**src/uin_map.vh**
```
// Register map, field positions, reset values and timing counts of the UART
// line-encoding block. Included by every design file of the block.
`ifndef UIN_MAP_VH
`define UIN_MAP_VH

// ****************************************************************
// Register byte offsets
// ****************************************************************
`define UIN_OFS_DATA 8'h00
`define UIN_OFS_CFG 8'h04
`define UIN_OFS_BAUD 8'h08
`define UIN_OFS_STAT 8'h0C
`define UIN_OFS_MASK 8'h10
`define UIN_OFS_LIVE 8'h14

// ****************************************************************
// Field positions
// ****************************************************************
`define UIN_CFG_IR 0
`define UIN_CFG_PE 1
`define UIN_CFG_FDIS 2
`define UIN_DATA_NINTH 8
`define UIN_EV_RX 0
`define UIN_EV_ADDR 1
`define UIN_EV_FERR 2
`define UIN_EV_TX 3
`define UIN_LIVE_RXFULL 0
`define UIN_LIVE_PFLAG 1
`define UIN_LIVE_TXBUSY 2
`define UIN_LIVE_FERR 3

// ****************************************************************
// Reset values
// ****************************************************************
`define UIN_CFG_RST 3'h0
`define UIN_MASK_RST 4'h0
`define UIN_BAUD_DIV_RST 16'h006B

// ****************************************************************
// Timing counts in oversampling ticks, and the index of the last data bit
// ****************************************************************
`define UIN_TICK_LAST 4'hF
`define UIN_IR_PULSE_TICKS 4'h3
`define UIN_MAJ_A 4'h7
`define UIN_MAJ_B 4'h8
`define UIN_SAMPLE_TICK 4'h9
`define UIN_IR_ALIGN_TICK 4'h1
`define UIN_LAST_DATA_BIT 3'h7

`endif

```
**src/uin_top.v**
```verilog
// Top of the UART line-encoding block: Wishbone register slave, baud
// tick generator, receive register, address interrupt and the framers.
// Assumes a classic Wishbone master on core_clk and an asynchronous rx pin.
//
// Chosen here: register access over Wishbone and the address map.
`timescale 1ns/1ps
`include "uin_map.vh"

module uin_top (
  input wire core_clk,
  input wire rst,
  input wire wb_cyc,
  input wire wb_stb,
  input wire wb_we,
  input wire [7:0] wb_adr,
  input wire [3:0] wb_sel,
  input wire [31:0] wb_dat_w,
  output reg [31:0] wb_dat_r,
  output reg wb_ack,
  input wire rx_pin,
  output wire tx_pin,
  output reg irq_q
);

  // ****************************************************************
  // Declarations
  // ****************************************************************
  reg rx_meta_q;
  reg rx_sync_q;
  reg [2:0] cfg_q;
  reg [15:0] div_q;
  reg [15:0] bcnt_q;
  reg tick_q;
  reg [3:0] stat_q;
  reg [3:0] stat_d;
  reg [3:0] mask_q;
  reg [7:0] rbuf_q;
  reg pflag_q;
  reg rfull_q;
  reg ferr_q;
  reg tx_start_q;
  reg [7:0] tx_data_q;
  reg tx_ninth_q;
  reg [3:0] ev_set;
  reg [31:0] rd_mux;
  wire req;
  wire wr;
  wire rd;
  wire ir;
  wire pe;
  wire tx_busy;
  wire tx_done;
  wire rx_done;
  wire [7:0] rx_data;
  wire rx_ninth;
  wire rx_ferr;

  // Address decode used by both the write and the read paths.
  function hit;
    input [7:0] adr;
    input [7:0] ofs;
    begin
      hit = (adr == ofs);
    end
  endfunction

  assign req = wb_cyc & wb_stb & ~wb_ack;
  assign wr = req & wb_we;
  assign rd = req & ~wb_we;
  assign ir = cfg_q[`UIN_CFG_IR];
  assign pe = cfg_q[`UIN_CFG_PE];

  // ****************************************************************
  // Receive pin synchroniser
  // ****************************************************************
  always @(posedge core_clk or posedge rst) begin
    if (rst) begin
      rx_meta_q <= 1'b1;
      rx_sync_q <= 1'b1;
    end else begin
      rx_meta_q <= rx_pin;
      rx_sync_q <= rx_meta_q;
    end
  end

  // ****************************************************************
  // Baud tick at sixteen times the bit rate
  // ****************************************************************
  always @(posedge core_clk or posedge rst) begin
    if (rst) begin
      bcnt_q <= 16'h0000;
      tick_q <= 1'b0;
    end else begin
      tick_q <= (bcnt_q >= div_q);
      if (bcnt_q >= div_q) begin
        bcnt_q <= 16'h0000;
      end else begin
        bcnt_q <= bcnt_q + 16'h0001;
      end
    end
  end

  // ****************************************************************
  // Framers
  // ****************************************************************
  uin_tx u_tx (
    .core_clk(core_clk),
    .rst(rst),
    .tick(tick_q),
    .start(tx_start_q),
    .data(tx_data_q),
    .ninth(tx_ninth_q),
    .pe(pe),
    .ir(ir),
    .tx_q(tx_pin),
    .busy(tx_busy),
    .done_q(tx_done)
  );

  uin_rx u_rx (
    .core_clk(core_clk),
    .rst(rst),
    .tick(tick_q),
    .rxd(rx_sync_q),
    .ir(ir),
    .pe(pe),
    .div(div_q),
    .done_q(rx_done),
    .data_q(rx_data),
    .ninth_q(rx_ninth),
    .ferr_q(rx_ferr)
  );

  // ****************************************************************
  // Configuration registers and transmit request
  // ****************************************************************
  always @(posedge core_clk or posedge rst) begin
    if (rst) begin
      cfg_q <= `UIN_CFG_RST;
      div_q <= `UIN_BAUD_DIV_RST;
      mask_q <= `UIN_MASK_RST;
      tx_start_q <= 1'b0;
      tx_data_q <= 8'h00;
      tx_ninth_q <= 1'b0;
    end else begin
      tx_start_q <= 1'b0;
      if (wr && wb_sel[0]) begin
        if (hit(wb_adr, `UIN_OFS_CFG)) cfg_q <= wb_dat_w[2:0];
        if (hit(wb_adr, `UIN_OFS_MASK)) mask_q <= wb_dat_w[3:0];
        if (hit(wb_adr, `UIN_OFS_BAUD)) div_q[7:0] <= wb_dat_w[7:0];
        // A write while a frame is on the line is dropped.
        if (hit(wb_adr, `UIN_OFS_DATA) && !tx_busy && !tx_start_q) begin
          tx_data_q <= wb_dat_w[7:0];
          tx_ninth_q <= wb_dat_w[`UIN_DATA_NINTH] & wb_sel[1];
          tx_start_q <= 1'b1;
        end
      end
      if (wr && wb_sel[1] && hit(wb_adr, `UIN_OFS_BAUD)) begin
        div_q[15:8] <= wb_dat_w[15:8];
      end
    end
  end

  // ****************************************************************
  // Receive register
  // ****************************************************************
  always @(posedge core_clk or posedge rst) begin
    if (rst) begin
      rbuf_q <= 8'h00;
      pflag_q <= 1'b0;
      rfull_q <= 1'b0;
      ferr_q <= 1'b0;
    end else begin
      if (rx_done) begin
        rbuf_q <= rx_data;
        pflag_q <= pe & rx_ninth;
        ferr_q <= rx_ferr;
        rfull_q <= 1'b1;
      end else if (rd && hit(wb_adr, `UIN_OFS_DATA)) begin
        rfull_q <= 1'b0;
      end
    end
  end

  // ****************************************************************
  // Event status and interrupt
  // ****************************************************************
  always @* begin
    ev_set = 4'h0;
    ev_set[`UIN_EV_RX] = rx_done;
    // Address event is taken from the character entering the receive register.
    ev_set[`UIN_EV_ADDR] = rx_done & pe & rx_ninth;
    ev_set[`UIN_EV_FERR] = rx_done & rx_ferr;
    ev_set[`UIN_EV_TX] = tx_done;
    stat_d = stat_q;
    if (rd && hit(wb_adr, `UIN_OFS_STAT)) begin
      stat_d = 4'h0;
    end
    // A new event in the clearing cycle is kept.
    stat_d = stat_d | ev_set;
  end

  always @(posedge core_clk or posedge rst) begin
    if (rst) begin
      stat_q <= 4'h0;
      irq_q <= 1'b0;
    end else begin
      stat_q <= stat_d;
      irq_q <= |(stat_d & mask_q);
    end
  end

  // ****************************************************************
  // Wishbone read and acknowledge
  // ****************************************************************
  always @* begin
    rd_mux = 32'h00000000;
    case (wb_adr)
      `UIN_OFS_DATA: rd_mux = {23'h000000, pflag_q, rbuf_q};
      `UIN_OFS_CFG: rd_mux = {29'h00000000, cfg_q};
      `UIN_OFS_BAUD: rd_mux = {16'h0000, div_q};
      `UIN_OFS_STAT: rd_mux = {28'h0000000, stat_q};
      `UIN_OFS_MASK: rd_mux = {28'h0000000, mask_q};
      `UIN_OFS_LIVE: begin
        rd_mux[`UIN_LIVE_RXFULL] = rfull_q;
        rd_mux[`UIN_LIVE_PFLAG] = pflag_q;
        rd_mux[`UIN_LIVE_TXBUSY] = tx_busy | tx_start_q;
        rd_mux[`UIN_LIVE_FERR] = ferr_q;
      end
      default: rd_mux = 32'h00000000;
    endcase
  end

  always @(posedge core_clk or posedge rst) begin
    if (rst) begin
      wb_ack <= 1'b0;
      wb_dat_r <= 32'h00000000;
    end else begin
      wb_ack <= req;
      if (rd) begin
        wb_dat_r <= rd_mux;
      end
    end
  end

endmodule // uin_top

```
**src/uin_tx.v**
```verilog
// Transmit framer: start, eight data bits, optional ninth bit, one stop bit.
// Assumes a one-cycle tick at sixteen times the baud rate.
`timescale 1ns/1ps
`include "uin_map.vh"

module uin_tx (
  input wire core_clk,
  input wire rst,
  input wire tick,
  input wire start,
  input wire [7:0] data,
  input wire ninth,
  input wire pe,
  input wire ir,
  output reg tx_q,
  output wire busy,
  output reg done_q
);

  localparam [2:0] ST_IDLE = 3'd0;
  localparam [2:0] ST_START = 3'd1;
  localparam [2:0] ST_DATA = 3'd2;
  localparam [2:0] ST_PAR = 3'd3;
  localparam [2:0] ST_STOP = 3'd4;

  reg [2:0] state_q;
  reg [3:0] ph_q;
  reg [2:0] bit_q;
  reg [7:0] sh_q;
  reg ninth_q;
  reg pend_q;
  reg line_bit;

  assign busy = (state_q != ST_IDLE) | pend_q;

  always @* begin
    case (state_q)
      ST_START: line_bit = 1'b0;
      ST_DATA: line_bit = sh_q[0];
      ST_PAR: line_bit = ninth_q;
      default: line_bit = 1'b1;
    endcase
  end

  // ****************************************************************
  // Frame sequencer
  // ****************************************************************
  always @(posedge core_clk or posedge rst) begin
    if (rst) begin
      state_q <= ST_IDLE;
      ph_q <= 4'h0;
      bit_q <= 3'h0;
      sh_q <= 8'h00;
      ninth_q <= 1'b0;
      pend_q <= 1'b0;
      tx_q <= 1'b1;
      done_q <= 1'b0;
    end else begin
      done_q <= 1'b0;
      // A zero bit in infrared mode is a low pulse of three ticks only.
      tx_q <= ir ? (line_bit | (ph_q >= `UIN_IR_PULSE_TICKS)) : line_bit;
      if (state_q == ST_IDLE) begin
        ph_q <= 4'h0;
        if (start) begin
          sh_q <= data;
          ninth_q <= ninth;
          bit_q <= 3'h0;
        end
        // The frame waits for a tick so that every bit spans whole ticks.
        if ((start | pend_q) && tick) begin
          state_q <= ST_START;
          pend_q <= 1'b0;
        end else if (start) begin
          pend_q <= 1'b1;
        end
      end else if (tick) begin
        ph_q <= ph_q + 4'h1;
        if (ph_q == `UIN_TICK_LAST) begin
          case (state_q)
            ST_START: state_q <= ST_DATA;
            ST_DATA: begin
              sh_q <= {1'b0, sh_q[7:1]};
              bit_q <= bit_q + 3'h1;
              if (bit_q == `UIN_LAST_DATA_BIT) begin
                state_q <= pe ? ST_PAR : ST_STOP;
              end
            end
            ST_PAR: state_q <= ST_STOP;
            default: begin
              state_q <= ST_IDLE;
              done_q <= 1'b1;
            end
          endcase
        end
      end
    end
  end

endmodule // uin_tx

```
**src/uin_rx.v**
```verilog
// Receive deframer for normal and infrared line coding.
// Assumes rxd is already synchronised to core_clk and a sixteen-times tick.
`timescale 1ns/1ps
`include "uin_map.vh"

module uin_rx (
  input wire core_clk,
  input wire rst,
  input wire tick,
  input wire rxd,
  input wire ir,
  input wire pe,
  input wire [15:0] div,
  output reg done_q,
  output reg [7:0] data_q,
  output reg ninth_q,
  output reg ferr_q
);

  localparam [2:0] ST_IDLE = 3'd0;
  localparam [2:0] ST_START = 3'd1;
  localparam [2:0] ST_DATA = 3'd2;
  localparam [2:0] ST_PAR = 3'd3;
  localparam [2:0] ST_STOP = 3'd4;

  reg [2:0] state_q;
  reg [3:0] ph_q;
  reg [2:0] bit_q;
  reg [15:0] hi_run_q;
  reg seen_q;
  reg pok_q;
  reg m0_q;
  reg m1_q;
  wire pulse_ok;
  wire sample;
  wire bit_val;

  function maj3;
    input a;
    input b;
    input c;
    begin
      maj3 = (a & b) | (a & c) | (b & c);
    end
  endfunction

  // A high level counts as an infrared pulse only after one full tick.
  assign pulse_ok = rxd && (hi_run_q >= div);
  assign sample = tick && (ph_q == `UIN_SAMPLE_TICK);
  assign bit_val = ir ? ~(seen_q | (pulse_ok & ~pok_q)) : maj3(m0_q, m1_q, rxd);

  // ****************************************************************
  // Deframer
  // ****************************************************************
  always @(posedge core_clk or posedge rst) begin
    if (rst) begin
      state_q <= ST_IDLE;
      ph_q <= 4'h0;
      bit_q <= 3'h0;
      hi_run_q <= 16'h0000;
      seen_q <= 1'b0;
      pok_q <= 1'b0;
      m0_q <= 1'b1;
      m1_q <= 1'b1;
      done_q <= 1'b0;
      data_q <= 8'h00;
      ninth_q <= 1'b0;
      ferr_q <= 1'b0;
    end else begin
      done_q <= 1'b0;
      if (!rxd) begin
        hi_run_q <= 16'h0000;
      end else if (hi_run_q != 16'hFFFF) begin
        hi_run_q <= hi_run_q + 16'h0001;
      end
      if (tick) begin
        ph_q <= ph_q + 4'h1;
        if (ph_q == `UIN_MAJ_A) m0_q <= rxd;
        if (ph_q == `UIN_MAJ_B) m1_q <= rxd;
      end
      // Each pulse counts once, so the tail of one pulse cannot leak into the next slot.
      pok_q <= pulse_ok;
      if (sample) begin
        seen_q <= 1'b0;
      end else if (pulse_ok && !pok_q) begin
        seen_q <= 1'b1;
      end
      case (state_q)
        ST_IDLE: begin
          bit_q <= 3'h0;
          if (ir && pulse_ok) begin
            // Start pulse confirmed; a skip sample mid start slot keeps every later sample mid slot.
            state_q <= ST_START;
            ph_q <= `UIN_IR_ALIGN_TICK;
            seen_q <= 1'b0;
          end else if (!ir && !rxd) begin
            state_q <= ST_START;
            ph_q <= 4'h0;
          end
        end
        ST_START: begin
          if (sample) state_q <= (bit_val && !ir) ? ST_IDLE : ST_DATA;
        end
        ST_DATA: begin
          if (sample) begin
            data_q <= {bit_val, data_q[7:1]};
            bit_q <= bit_q + 3'h1;
            if (bit_q == `UIN_LAST_DATA_BIT) state_q <= pe ? ST_PAR : ST_STOP;
          end
        end
        ST_PAR: begin
          if (sample) begin
            ninth_q <= bit_val;
            state_q <= ST_STOP;
          end
        end
        ST_STOP: begin
          if (sample) begin
            if (!pe) ninth_q <= 1'b0;
            ferr_q <= ~bit_val;
            done_q <= 1'b1;
            state_q <= ST_IDLE;
          end
        end
        default: state_q <= ST_IDLE;
      endcase
    end
  end

endmodule // uin_rx

```
**config.mk**
```make
export PLATFORM = sky130hd
export DESIGN_NAME = uin_top
export DESIGN_NICKNAME = d
export VERILOG_FILES = /design/src/uin_top.v /design/src/uin_tx.v /design/src/uin_rx.v
export VERILOG_INCLUDE_DIRS = /design/src
export SDC_FILE = /design/constraint.sdc
export NUM_CORES = 1
export LEC_CHECK = 0
export BUFFER_PORTS_ARGS = -buffer_cell sky130_fd_sc_hd__buf_2
export CORE_ASPECT_RATIO = 0.9
export CORE_MARGIN = 3
export CORE_UTILIZATION = 64
export CTS_CLUSTER_DIAMETER = 100
export DETAILED_ROUTE_END_ITERATION = 10
export PLACE_DENSITY = 0.86
export SLEW_MARGIN = 20
export SYNTH_ARGS = -nofsm -noshare
export SYNTH_HDL_FRONTEND = slang
export SYNTH_HIERARCHICAL = 1
export SYNTH_SLANG_ARGS = --single-unit
```
**constraint.sdc**
```tcl
create_clock -name core_clk -period 7.2 [get_ports core_clk]
set_clock_uncertainty 0.15 [all_clocks]
set_input_delay 1.44 -clock core_clk [delete_from_list [all_inputs] [get_ports core_clk]]
set_output_delay 1.44 -clock core_clk [all_outputs]
set_load 0.02 [all_outputs]
```
== After elaboration in Yosys (flattened, before gate mapping) ==
Cells that the tools add are included.
W data, S select, Z words.

* $add $sub $neg: 6
* Order comparisons: 3
* Eq/ne operators: 30
* Mux-type cells: 63
* Bitwise logic cells: 27
* Reductions and logical operators: 47

{| class="wikitable"
|+ Operators by type and width
! cell !! number
|-
| $mux W3 || 19
|-
| $mux W16 || 3
|-
| $mux W8 || 5
|-
| $add A16 B1 Y16 const B || 2
|-
| $ge A16 B16 Y1 || 2
|-
| $mux W4 || 7
|-
| $pmux W12 S2 || 1
|-
| $pmux W4 S6 || 1
|-
| $reduce_and A2 Y1 || 11
|-
| $mux W1 || 21
|-
| $eq A8 B4 Y1 const B || 2
|-
| $eq A8 B5 Y1 const B || 2
|-
| $ne A16 B16 Y1 const B || 1
|-
| $pmux W3 S5 || 1
|-
| $logic_and A1 B1 Y1 || 14
|-
| $reduce_bool A2 Y1 || 7
|-
| $and A1 B1 Y1 || 13
|-
| $eq A3 B2 Y1 const B || 4
|-
| $eq A4 B4 Y1 const B || 3
|-
| $ne A2 B1 Y1 const B || 6
|-
| $reduce_and A4 Y1 || 3
|-
| $eq A3 B3 Y1 const B || 3
|-
| $pmux W3 S3 || 1
|-
| $add A4 B1 Y4 const B || 2
|-
| other kinds (22) || 42
|}

* Bits in registers: 164

== Depth between registers and ports, before layout ==
Gate-level depths: netlist of run 1.

* Word-level depth: 10
* Depth in mapped cells: 9
* Gate-level depth less buffers: 8

== By module ==
The synthesis of run 1 kept the hierarchy.

{| class="wikitable"
|+ By module, submodules not included
! module !! instances !! cells each !! area an instance (um^2) !! sequential area each (um^2)
|-
| uin_top || 1 || 381 || 4175.3 || 2135.8
|-
| uin_rx || 1 || 247 || 2462.4 || 1028.5
|-
| uin_tx || 1 || 91 || 1171.1 || 551.8
|}

== Worst setup path after synthesis of run 1 ==
Ideal clock, no wire load.

* Kind: input -> register
* From: input wb_adr[4]
* To: register tx_data_q[0]
* Setup time: 125 ps
* Arrival time: 2623 ps
* Slack: 4302 ps
* Stages: 6
* Cell sequence: buf_6 nor4_4 and2b_1 nand3b_2 buf_6 mux2_4

* Cells in the longest elaborated chain, start to end: 4

{| class="wikitable"
|+ Ends and longest elaborated chain
! item !! line !! source
|-
| start: declaration || uin_top.v:15 || <nowiki>input wire [7:0] wb_adr,</nowiki>
|-
| $logic_not A8 Y1 || uin_top.v:63 || <nowiki>hit = (adr == ofs);</nowiki>
|-
| $logic_and A1 B1 Y1 (2 in series) || uin_top.v:152 || <nowiki>if (hit(wb_adr, `UIN_OFS_DATA) && !tx_busy && !tx_start_q) begin</nowiki>
|-
| $reduce_and A2 Y1 (no source line) || n/a ||
|-
| end signal: assignment || uin_top.v:153 || <nowiki>tx_data_q <= wb_dat_w[7:0];</nowiki>
|-
| end: declaration || uin_top.v:42 || <nowiki>reg [7:0] tx_data_q;</nowiki>
|}

Every way passes these cells.
A chain may end at the register's enable or synchronous reset.

== Final worst setup path of run 1 ==
* From: input wb_adr[3]
* To: register tx_data_q[0]

The elaborated chain is that of the path after synthesis.

==> results.yml, run 1 <==
outcome:
  outcome: "finished clean"
critical_path:
  critical_path.max_stage_delay_ns: 0.48
  crit_slowest_cell: "nand3b_2"
  worstSetupPathType: "in -> reg"
  r2r_end: "tx_data_q[0]"
  r2r-start: "u_tx/state_q[1]"
  end_kind: "register"
  arrival_ns: 3.12
  cp.buffers_inverters: 1
  crit_fanout: 12
  crit_required_ns: 7.35
  r2r_slack_ns: 4.52
  crit_start: "wb_adr[3]"
  cp_top_family: "simple AND/OR/NAND/NOR gates"
  worstSetupStartpointType: "primary input"
  reg2reg_depth: 5
  crit_chain: "buf_2 > nor3_1 > nand4_1 > nand3b_2 > mux2_4"
routing:
  dr.pass1.iters: 6
  wire_per_inst_um: 18.7
  routed_via_density: 6.05
  final_antenna_net_count: 0
  routed_wirelength_um: 17400
  vias: 5628
  drt_iter0_drc: 589
  post-route-drc-count: 0
power:
  vdd.ir_drop.worst_uv: 152
  p_leak_nw: 4.54
  comb_power_share_pct: 3.8
  clockPowerShare_pct: 47.7
  p_sw_share_pct: 22.9
  power_switching_mw: 0.397
  p_per_area_nw_per_um2: 202
  internal-power_mw: 1.34
  power.share.sequential_pct: 48.6
cells_and_area:
  num-nets-final: 854
  drive_above_1_share_pct: 22.3
  syn2layout_area_growth_pct: 9.97
  fill_cells: 788
  antenna_cells: 0
  fin_area_sq_um: 8590
  post_layout_nonfiller_instances: 931
sta:
  max_slew_margin_pct: 44.4
  rsz0062_at_grt: "false"
  finalSetupViolations: 0
  hold_viol: 0
  tightest_slew_ns: 0.833
  finalCriticalPeriod_ns: 2.97
  fin_ws_ns: 4.23
  finalMaxSlewViolations: 0
  fmax_mhz: 337
  post-route-period-util_pct: 41.2
  setup_tns_ns: 0
synth:
  yosysWarnings: 6
  syn_avg_cell_area_sq_um: 10.9
  synth_flop_cell: "dfrtp_1"
  ys_seq_area_share_pct: 47.6
  netlist_area_sq_um: 7810
  ys_ff_latch: 148
  yosysUniqueCellTypes: 83
  ys_top_cells_by_area: "dfrtp_1 44%, ha_1 6.7%, mux2_2 4.9%, dfstp_2 3.4%, mux2_4 3.1%"
  yosys-top-cells-count: "138 x dfrtp_1, 59 x nor2_1, 57 x nand2_1"
  yosysMostFrequentCell: "dfrtp_1"
  synth_area_leader_cell: "dfrtp_1"
  synthCells: 719
  synth_top_area_share_pct: 44.2
  synth_edf_count: 0
  synthArstFlopShare_pct: 100
grt:
  overflow: 0
  grt_max_degree: 86
  busiest_layer: "met2"
  antenna_found_initial: 0
  use_met1_pct: 37.1
  grt_util_met3_pct: 5.92
  grt_use_total_pct: 27.4
  grt_pass1_wl_um: 29000
  gr-usage-met2_pct: 43.0
  grt_pass1_vias: 5797
die:
  rows: 37
  core_sq_um: 11700
  dieArea_sq_um: 13600
  initial_core_util_pct: 66.9
  io_pins: 85
  fp.dieW_um: 122
  die_h_um: 111
flow_run:
  maxCapViolCount: 0
worst_hold_path:
  hold_depth: 0
  hold_end: "rx_sync_q"
  min_path_type: "reg -> reg"
  hold_path_startpoint: "rx_meta_q"
clock_tree:
  tritoncts: "built"
  clk_pin_slew_ns: 0.06
  cts_buffer_depth: 2
  clkLatencyLatePin_ns: 0.42
  cts_sinks: 148
  cts_hold_buf: 0
  ctsResizeCount: 0
  clock-root-buffer: "clkbuf_16"
  htree_levels: 4
  cts-buffers-inserted: 17
  post-cts-setup-buffer-count: 0
placed_design:
  dp_cells: 899
  post-place-ws_ns: 3.83
  hpwl_um: 12100
  port_buffers: 50
  gp_congestion: 0.898
  placed_cell_area_sq_um: 8030
per-layer routing:
metal  wire length [um]  vias up
li1                   -     2575
met1               7450     2809
met2               8470      200
met3                966       44
met4                527        0
met5                  0        -
placed cells by master (no fill, tap or decap), types with 3 or more instances in the layout:
master,netlist,final
nor3_1,10,10
xnor2_1,12,12
dfrtp_1,138,138
and2_1,3,3
xor2_1,18,18
a21oi_1,25,25
a22o_1,14,14
inv_1,52,51
mux2i_1,8,8
nor2_4,3,3
a31oi_1,5,5
nor2_1,59,59
o31ai_1,3,3
conb_1,1,16
nor3b_1,4,4
o22ai_1,3,3
and3_1,6,6
o21ai_0,34,34
ha_1,42,42
clkinvlp_4,0,4
mux2_4,16,16
buf_2,6,50
nand3_1,21,21
nand4_1,13,13
clkinv_2,0,5
clkbuf_16,0,17
dfstp_2,10,10
nor2b_1,8,8
nand2_1,57,57
a222oi_1,5,5
and4_1,5,5
mux2_2,34,34
nand3b_1,3,3
cell type report:
class	instances	area [sq um]	share of cell area, %
Sequential cell	148	3720	43.3
Clock buffer	20	447	5.20
Inverter	52	196	2.29
Tap cell	156	195	2.27
Timing Repair Buffer	52	269	3.13
Multi-Input combinational cell	491	3660	42.6
Clock inverter	12	106	1.24
cells by family (layout without fill, tap and decap cells):
kind of cell / count (synthesis) / in the layout / synth area share (%)
AO/OA/AOI/OAI: 122 / 122 / 10.8
XOR/XNOR: 30 / 30 / 3.36
multiplexers: 60 / 60 / 9.29
flip-flops: 148 / 148 / 47.6
adder cells (fa/ha/maj): 42 / 42 / 6.73
buffers and inverters: 95 / 136 / 6.30
AND/OR/NAND/NOR: 221 / 221 / 15.9
other: 1 / 16 / 0.0480
sequential cells by signal (all words and copies together), names as in the netlist, 8 cells and up:
signal	cells
wb_dat_r	16
rbuf_q	8
tx_data_q	8
div_q	16
u_rx/data_q	8
u_rx/hi_run_q	16
bcnt_q	16
u_tx/sh_q	8
power by group through the flow:
stage          sequential [mW]  combinational [mW]  clock [mW]
2_1_floorplan            0.856              0.0482           0
3_3_place_gp             0.857              0.0622           0
3_5_place_dp             0.858              0.0647           0
4_1_cts                  0.843              0.0658       0.837
5_1_grt                  0.843              0.0729       0.882
6_report                 0.843              0.0655       0.827
worst max path at each step:
stage | depth (start not counted) | endpoint | slack (ns)
after detailed placement | 5 | tx_data_q[0] | 3.83
after global placement | 5 | tx_data_q[1] | 3.82
after global routing | 5 | tx_data_q[0] | 4.05
after CTS | 5 | tx_data_q[0] | 4.25
after floorplan | 1 | bcnt_q[0] | 3.43
final | 5 | tx_data_q[0] | 4.23
metrics by stage:
stage	utilization [%]	power, mW	hold slack, ns
2_1_floorplan	-	0.904	0.195
3_3_place_gp	68.8	0.919	0.200
3_5_place_dp	68.8	0.922	0.204
4_1_cts	73.6	1.75	0.212
5_1_grt	73.6	1.80	0.215
6_report	73.6	1.74	0.208
worst reg2reg max path, cell delays in order (launching register included):
cell	delay [ns]
dfrtp_1	0.54
nor3_4	0.62
or2b_1	0.30
nor2_1	0.20
nand3b_2	0.34
mux2_4	0.41
No activity file was read; power rests on OpenSTA's default activity.
==> run 2, diff against run 1 <==
ABC_AREA = 1   (was unset)
CORE_UTILIZATION = 54   (was 64)
PLACE_DENSITY = 0.77   (was 0.86)
clock period = 2.7 ns   (was 7.2 ns; I/O delays follow)
==> run 2 against run 1 <==
Non-clock buffer count up 5. Worst setup slack got worse by 3.8 ns. Sequential power grew to 3.0 times the previous value. Via count grew 14%. Critical path depth is 8 higher. Power grew to 3.5 times the previous value. Sequential share of layout area is 2.5 points lower. Design area is 6.1% higher. Register-to-register slack lost 4.0 ns. Clock power rose to 2.8 times the previous value. Largest power group unchanged.
==> results.yml, run 2 <==
sta:
  finalSetupViolations: 0
  post-route-period-util_pct: 82.6
  rsz0062_at_grt: "false"
  max_slew_margin_pct: 57.4
  hold_ws_ns: 0.0744
  fmax_mhz: 449
  finalCriticalPeriod_ns: 2.23
  setup_tns_ns: 0
  hold_viol: 0
  finalMaxSlewViolations: 0
  tightest_slew_ns: 0.638
  fin_ws_ns: 0.470
worst_hold_path:
  hold_path_startpoint: "rx_pin"
  hold_depth: 1
  hold_end: "rx_meta_q"
  min_path_type: "in -> reg"
clock_tree:
  cts_buffer_depth: 2
  cts_sinks: 148
  cts-buffers-inserted: 17
  clkLatencyLatePin_ns: 0.41
  clock-root-buffer: "clkbuf_16"
  htree_levels: 4
  post-cts-setup-buffer-count: 0
  tritoncts: "built"
  clk_pin_slew_ns: 0.06
grt:
  grt_max_degree: 78
  grt_pass1_vias: 6094
  antenna_found_initial: 0
  grt_pass1_wl_um: 28800
  overflow: 0
  grt_use_total_pct: 21.8
outcome:
  outcome: "finished clean"
critical_path:
  reg2reg_depth: 13
  crit_required_ns: 2.84
  crit_chain: "inv_1 > ha_1 > nand2_1 > inv_1 > nand2_1 > nor2_1 > nor2_1 > nand2_1 > nand2_1 > nand2_1 > nand3_1 > a21oi_1 > nor2_1"
  worstSetupStartpointType: "register"
  r2r-start: "div_q[6]"
  end_kind: "register"
  crit_fanout: 3
  critical_path.max_stage_delay_ns: 0.57
  r2r_slack_ns: 0.47
  crit_slowest_cell: "dfstp_2"
  r2r_end: "u_rx/ph_q[3]"
  worstSetupPathType: "reg -> reg"
  cpMostUsedCell: "nand2_1"
  arrival_ns: 2.37
power:
  internal-power_mw: 4.24
  p_leak_nw: 4.75
  clockPowerShare_pct: 39.0
  power_switching_mw: 1.78
  p_sw_share_pct: 29.6
  comb_power_share_pct: 18.3
  vdd.ir_drop.worst_uv: 561
  power.share.sequential_pct: 42.7
  p_per_area_nw_per_um2: 662
synth:
  ys_ff_latch: 148
  synth_edf_count: 0
  yosysWarnings: 6
  ys_top_cells_by_area: "dfrtp_1 42%, nand2_1 14%, ha_1 6.4%, inv_1 5.6%, dfstp_2 3.2%"
  synthCells: 992
  synth_area_leader_cell: "dfrtp_1"
  yosysUniqueCellTypes: 45
  yosys-top-cells-count: "308 x nand2_1, 138 x dfrtp_1, 121 x inv_1"
  netlist_area_sq_um: 8150
  synth_top_area_share_pct: 42.4
  synth_flop_cell: "dfrtp_1"
  ys_seq_area_share_pct: 45.6
  synthArstFlopShare_pct: 100
  syn_avg_cell_area_sq_um: 8.22
  yosysMostFrequentCell: "nand2_1"
routing:
  post-route-drc-count: 0
  final_antenna_net_count: 0
  routed_via_density: 5.12
  vias: 6438
  dr.pass1.iters: 5
  wire_per_inst_um: 13.5
  routed_wirelength_um: 17000
  drt_iter0_drc: 467
cells_and_area:
  antenna_cells: 0
  final_common_cell: "nand2_1"
  num-nets-final: 1143
  drive_above_1_share_pct: 17.6
  final_cell_mix: "308 x nand2_1, 138 x dfrtp_1, 120 x inv_1"
  post-route-util_pct: 63.2
  syn2layout_area_growth_pct: 11.8
placed_design:
  post-place-ws_ns: 0.513
  port_buffers: 50
  gp_congestion: 0.862
  hpwl_um: 12500
die:
  die_h_um: 123
  initial_core_util_pct: 56.5
  rows: 41
  dieArea_sq_um: 16600
  core_sq_um: 14400
  fp.dieW_um: 136
  io_pins: 85
flow_run:
  maxCapViolCount: 0
## run 2: cell count changes in the layout (fill, tap and decap cells not counted), moves of 8 or more
cell,before,now
inv_1,51,120
nand3_1,21,47
nand2_1,57,308
mux2_4,16,0
a22o_1,14,0
nand2_2,0,16
o21ai_2,0,26
o21ai_0,34,43
mux2i_1,8,0
nor2_2,1,13
mux2_2,34,0
nor2b_1,8,0
inv_2,0,12
## run 2: worst max path at each step
| stage | from | endpoint | slack [ns] | cells past startpoint |
|---|---|---|---|---|
| finish | div_q[6] | u_rx/ph_q[3] | 0.47 | 13 |
| global route | div_q[5] | u_rx/state_q[1] | 0.20 | 15 |
| CTS | u_tx/state_q[0] | tx_data_q[6] | 0.49 | 8 |
| detailed placement | u_tx/state_q[0] | tx_data_q[4] | 0.51 | 8 |
| global placement | u_tx/state_q[0] | tx_data_q[4] | 0.52 | 8 |
| floorplan | u_tx/state_q[0] | tx_data_q[0] | 0.70 | 9 |
## run 2: kinds of logic (layout without fill, tap and decap cells)
kind of cell / Yosys count / in the layout / share of synthesized area, %
AND/OR/NAND/NOR: 500 / 500 / 28.0
other: 1 / 16 / 0.0460
adder cells (fa/ha/maj): 42 / 42 / 6.45
AO/OA/AOI/OAI: 118 / 118 / 8.84
XOR/XNOR: 18 / 18 / 1.93
flip-flops: 148 / 148 / 45.6
buffers and inverters: 165 / 222 / 9.15
## run 2: area by class of cell
class | count | area [sq um]
fillers | 1267 | 5310
multi-input cells | 694 | 3740
flip-flops and latches | 148 | 3720
inverters | 133 | 503
clock buffers | 21 | 450
repair buffers | 57 | 318
well taps | 193 | 241
clock inverters | 11 | 136
## run 2: per-stage QoR
step | power [mW] | cells | area (sq um)
floorplan | 3.50 | 1007 | 8210
finish | 6.03 | 1257 | 9110
detailed placement | 3.71 | 1224 | 8510
CTS | 6.07 | 1257 | 9110
global placement | 3.67 | 1224 | 8510
global route | 6.35 | 1257 | 9110
## run 2: per-layer routing
layer | routed length, um | share of wire (%) | GRT usage [%] | vias up
li1 | - | - | - | 3236
met1 | 8080 | 48 | 30.4 | 3034
met2 | 7760 | 46 | 34.2 | 150
met3 | 913 | 5.4 | 5.66 | 18
met4 | 217 | 1.3 | 5.67 | 0
met5 | 0 | 0 | 0 | -
## run 2: power groups by stage
stage / clock [mW] / combinational (mW) / sequential [mW]
after floorplan: 0 / 0.929 / 2.58
after global placement: 0 / 1.07 / 2.60
after detailed placement: 0 / 1.10 / 2.61
after CTS: 2.39 / 1.11 / 2.57
after global routing: 2.49 / 1.26 / 2.60
final: 2.35 / 1.10 / 2.57
## run 2: critical path, delay by kind of cell (launching register included)
kind                       cells  cell delay [ns]
buffers and inverters          2             0.12
adders and majority gates      1             0.27
DFF                            1             0.57
and+or+nand+nor                9             0.72
AOI/OAI and AO/OA              1             0.28
## run 2: timing repair
action,CTS,global route
endpoints found under the setup margin,0,0
hold endpoints to repair,4,0
hold buffers,1,0
gates resized for setup,0,0
==> run 3, diff against run 2 <==
CORE_UTILIZATION = 60   (was 54)
PLACE_DENSITY = 0.81   (was 0.77)
clock period = 2.1 ns   (was 2.7 ns; I/O delays follow)
==> run 3 against run 2 <==
Maximum frequency is 1.5% higher. Clock power rose by 36%. Utilization up 10 points. Final cell count is essentially flat. The flow now finishes with violations (negative setup slack). Sequential share of layout area fell by 1.9 points. Register-to-register slack worse by 0.57 ns. Die area shrank 9.5%. Hold slack gained 0.0024 ns. Worst setup slack got worse by 0.57 ns. Sequential power increased by 28%. Non-clock buffer count increased by 27. Combinational power up 46%. Largest cell class unchanged. Critical path type unchanged.
==> results.yml, run 3 (same netlist as run 2, synthesis figures left out) <==
grt:
  antenna_found_initial: 0
  grt_pass1_vias: 6358
  overflow: 0
  grt_max_degree: 42
  grt_pass1_wl_um: 30500
  grt_use_total_pct: 25.8
clock_tree:
  clk_pin_slew_ns: 0.06
  clkLatencyLatePin_ns: 0.43
  cts_sinks: 148
  clock-root-buffer: "clkbuf_16"
  tritoncts: "built"
  htree_levels: 4
  cts_buffer_depth: 2
  cts-buffers-inserted: 17
placed_design:
  gp_congestion: 0.883
  hpwl_um: 13000
  dp_cells: 1218
  port_buffers: 50
routing:
  vias: 6854
  final_antenna_net_count: 0
  dr.pass1.iters: 5
  routed_wirelength_um: 19100
  routed_via_density: 5.45
  post-route-drc-count: 0
  drt_iter0_drc: 655
  wire_per_inst_um: 15.2
die:
  rows: 39
  core_sq_um: 13000
  die_h_um: 117
  fp.dieW_um: 129
  dieArea_sq_um: 15000
  io_pins: 85
  initial_core_util_pct: 62.8
cells_and_area:
  post_layout_nonfiller_instances: 1258
  regArea_sq_um: 3720
  final_cell_mix: "298 x nand2_1, 138 x dfrtp_1, 114 x inv_1"
  syn2layout_area_growth_pct: 17.3
  antenna_cells: 0
  drive_above_1_share_pct: 23.7
  multi_input_comb_area_sq_um: 4000
  num-nets-final: 1173
  final_common_cell: "nand2_1"
  fill_cells: 898
flow_run:
  maxCapViolCount: 0
sta:
  finalMaxSlewViolations: 0
  finalCriticalPeriod_ns: 2.20
  hold_viol: 0
  max_slew_margin_pct: 61.7
  tightest_slew_ns: 0.569
  finalSetupViolations: 9
  fmax_mhz: 455
  setup_tns_ns: -0.504
  post-route-period-util_pct: 105
  fin_ws_ns: -0.0964
  rsz0062_at_grt: "true"
  hold_ws_ns: 0.0768
outcome:
  violations: "negative setup slack"
  outcome: "complete, but fails checks"
critical_path:
  r2r-start: "div_q[6]"
  worstSetupPathType: "reg -> reg"
  worstSetupStartpointType: "register"
  crit_path_end: "u_rx/data_q[7]"
  critical_path.max_stage_delay_ns: 0.55
  crit_required_ns: 2.27
  r2r_slack_ns: -0.1
  arrival_ns: 2.36
  crit_chain: "inv_2 > ha_4 > nand2_2 > inv_2 > nand2_2 > nor2_2 > nor2_1 > nand2_1 > nand2_1 > nand2_2 > nand3_2 > nand3_2 > nand2_2 > nand2_1 > nand2_1"
  crit_fanout: 3
  end_kind: "register"
  reg2reg_depth: 15
  r2r_end: "u_rx/data_q[7]"
  crit_slowest_cell: "dfstp_2"
  crit_start: "div_q[6]"
power:
  p_per_area_nw_per_um2: 846
  total_power_mw: 8.09
  vdd.ir_drop.worst_uv: 643
  p_leak_nw: 4.92
worst_hold_path:
  min_path_type: "in -> reg"
  hold_depth: 3
==> run 3: area by class of cell <==
cell class | count | share of cell area, %
multi-input combinational | 697 | 41.8
tap | 164 | 2.15
clock buffer | 20 | 4.57
clock inverter | 12 | 1.90
inverter | 133 | 5.26
timing repair buffer | 84 | 5.47
sequential | 148 | 38.9
==> run 3: metal layers <==
metal | wire [um] | GRT usage [%]
met5 | 0 | 0
met1 | 8810 | 36.0
met3 | 1060 | 5.35
met2 | 8910 | 41.1
met4 | 329 | 7.98
==> run 3: power breakdown <==
part           leakage, nW  total (mW)  switching (mW)  internal [mW]
logic                 2.66        1.61            1.07          0.540
registers             1.98        3.29           0.193           3.09
clock network        0.287        3.19            1.20           1.99
total                 4.92        8.09            2.47           5.62
==> run 3: metrics by stage <==
stage	worst slack, ns	util, %	area (sq um)
2_1_floorplan	0.0966	-	8210
3_3_place_gp	-0.00569	66.6	8650
3_5_place_dp	-0.0543	66.6	8650
4_1_cts	0.00296	71.9	9330
5_1_grt	-0.193	73.7	9560
6_report	-0.0964	73.7	9560
==> run 3: worst min path at each step <==
stage / startpoint / to
detailed placement: rx_meta_q / rx_sync_q
global placement: rx_meta_q / rx_sync_q
global route: wb_dat_w[15] / div_q[15]
finish: wb_dat_w[15] / div_q[15]
CTS: wb_dat_w[15] / div_q[15]
floorplan: rx_meta_q / rx_sync_q
==> run 3: timing repair <==
item / in CTS / in global routing
setup buffers: 1 / 2
cloned: 0 / 3
pin swaps: 2 / 17
hold buffers: 2 / 0
hold endpoints to repair: 39 / 0
resized for setup: 9 / 45
endpoints found under the setup margin: 12 / 38
==> run 3: critical path, delay by kind of cell, from the launching register on <==
family,cells,cell delay (ns)
buf+inv,2,0.12
fa+ha+maj,1,0.25
flops,1,0.55
simple gates,12,1.01
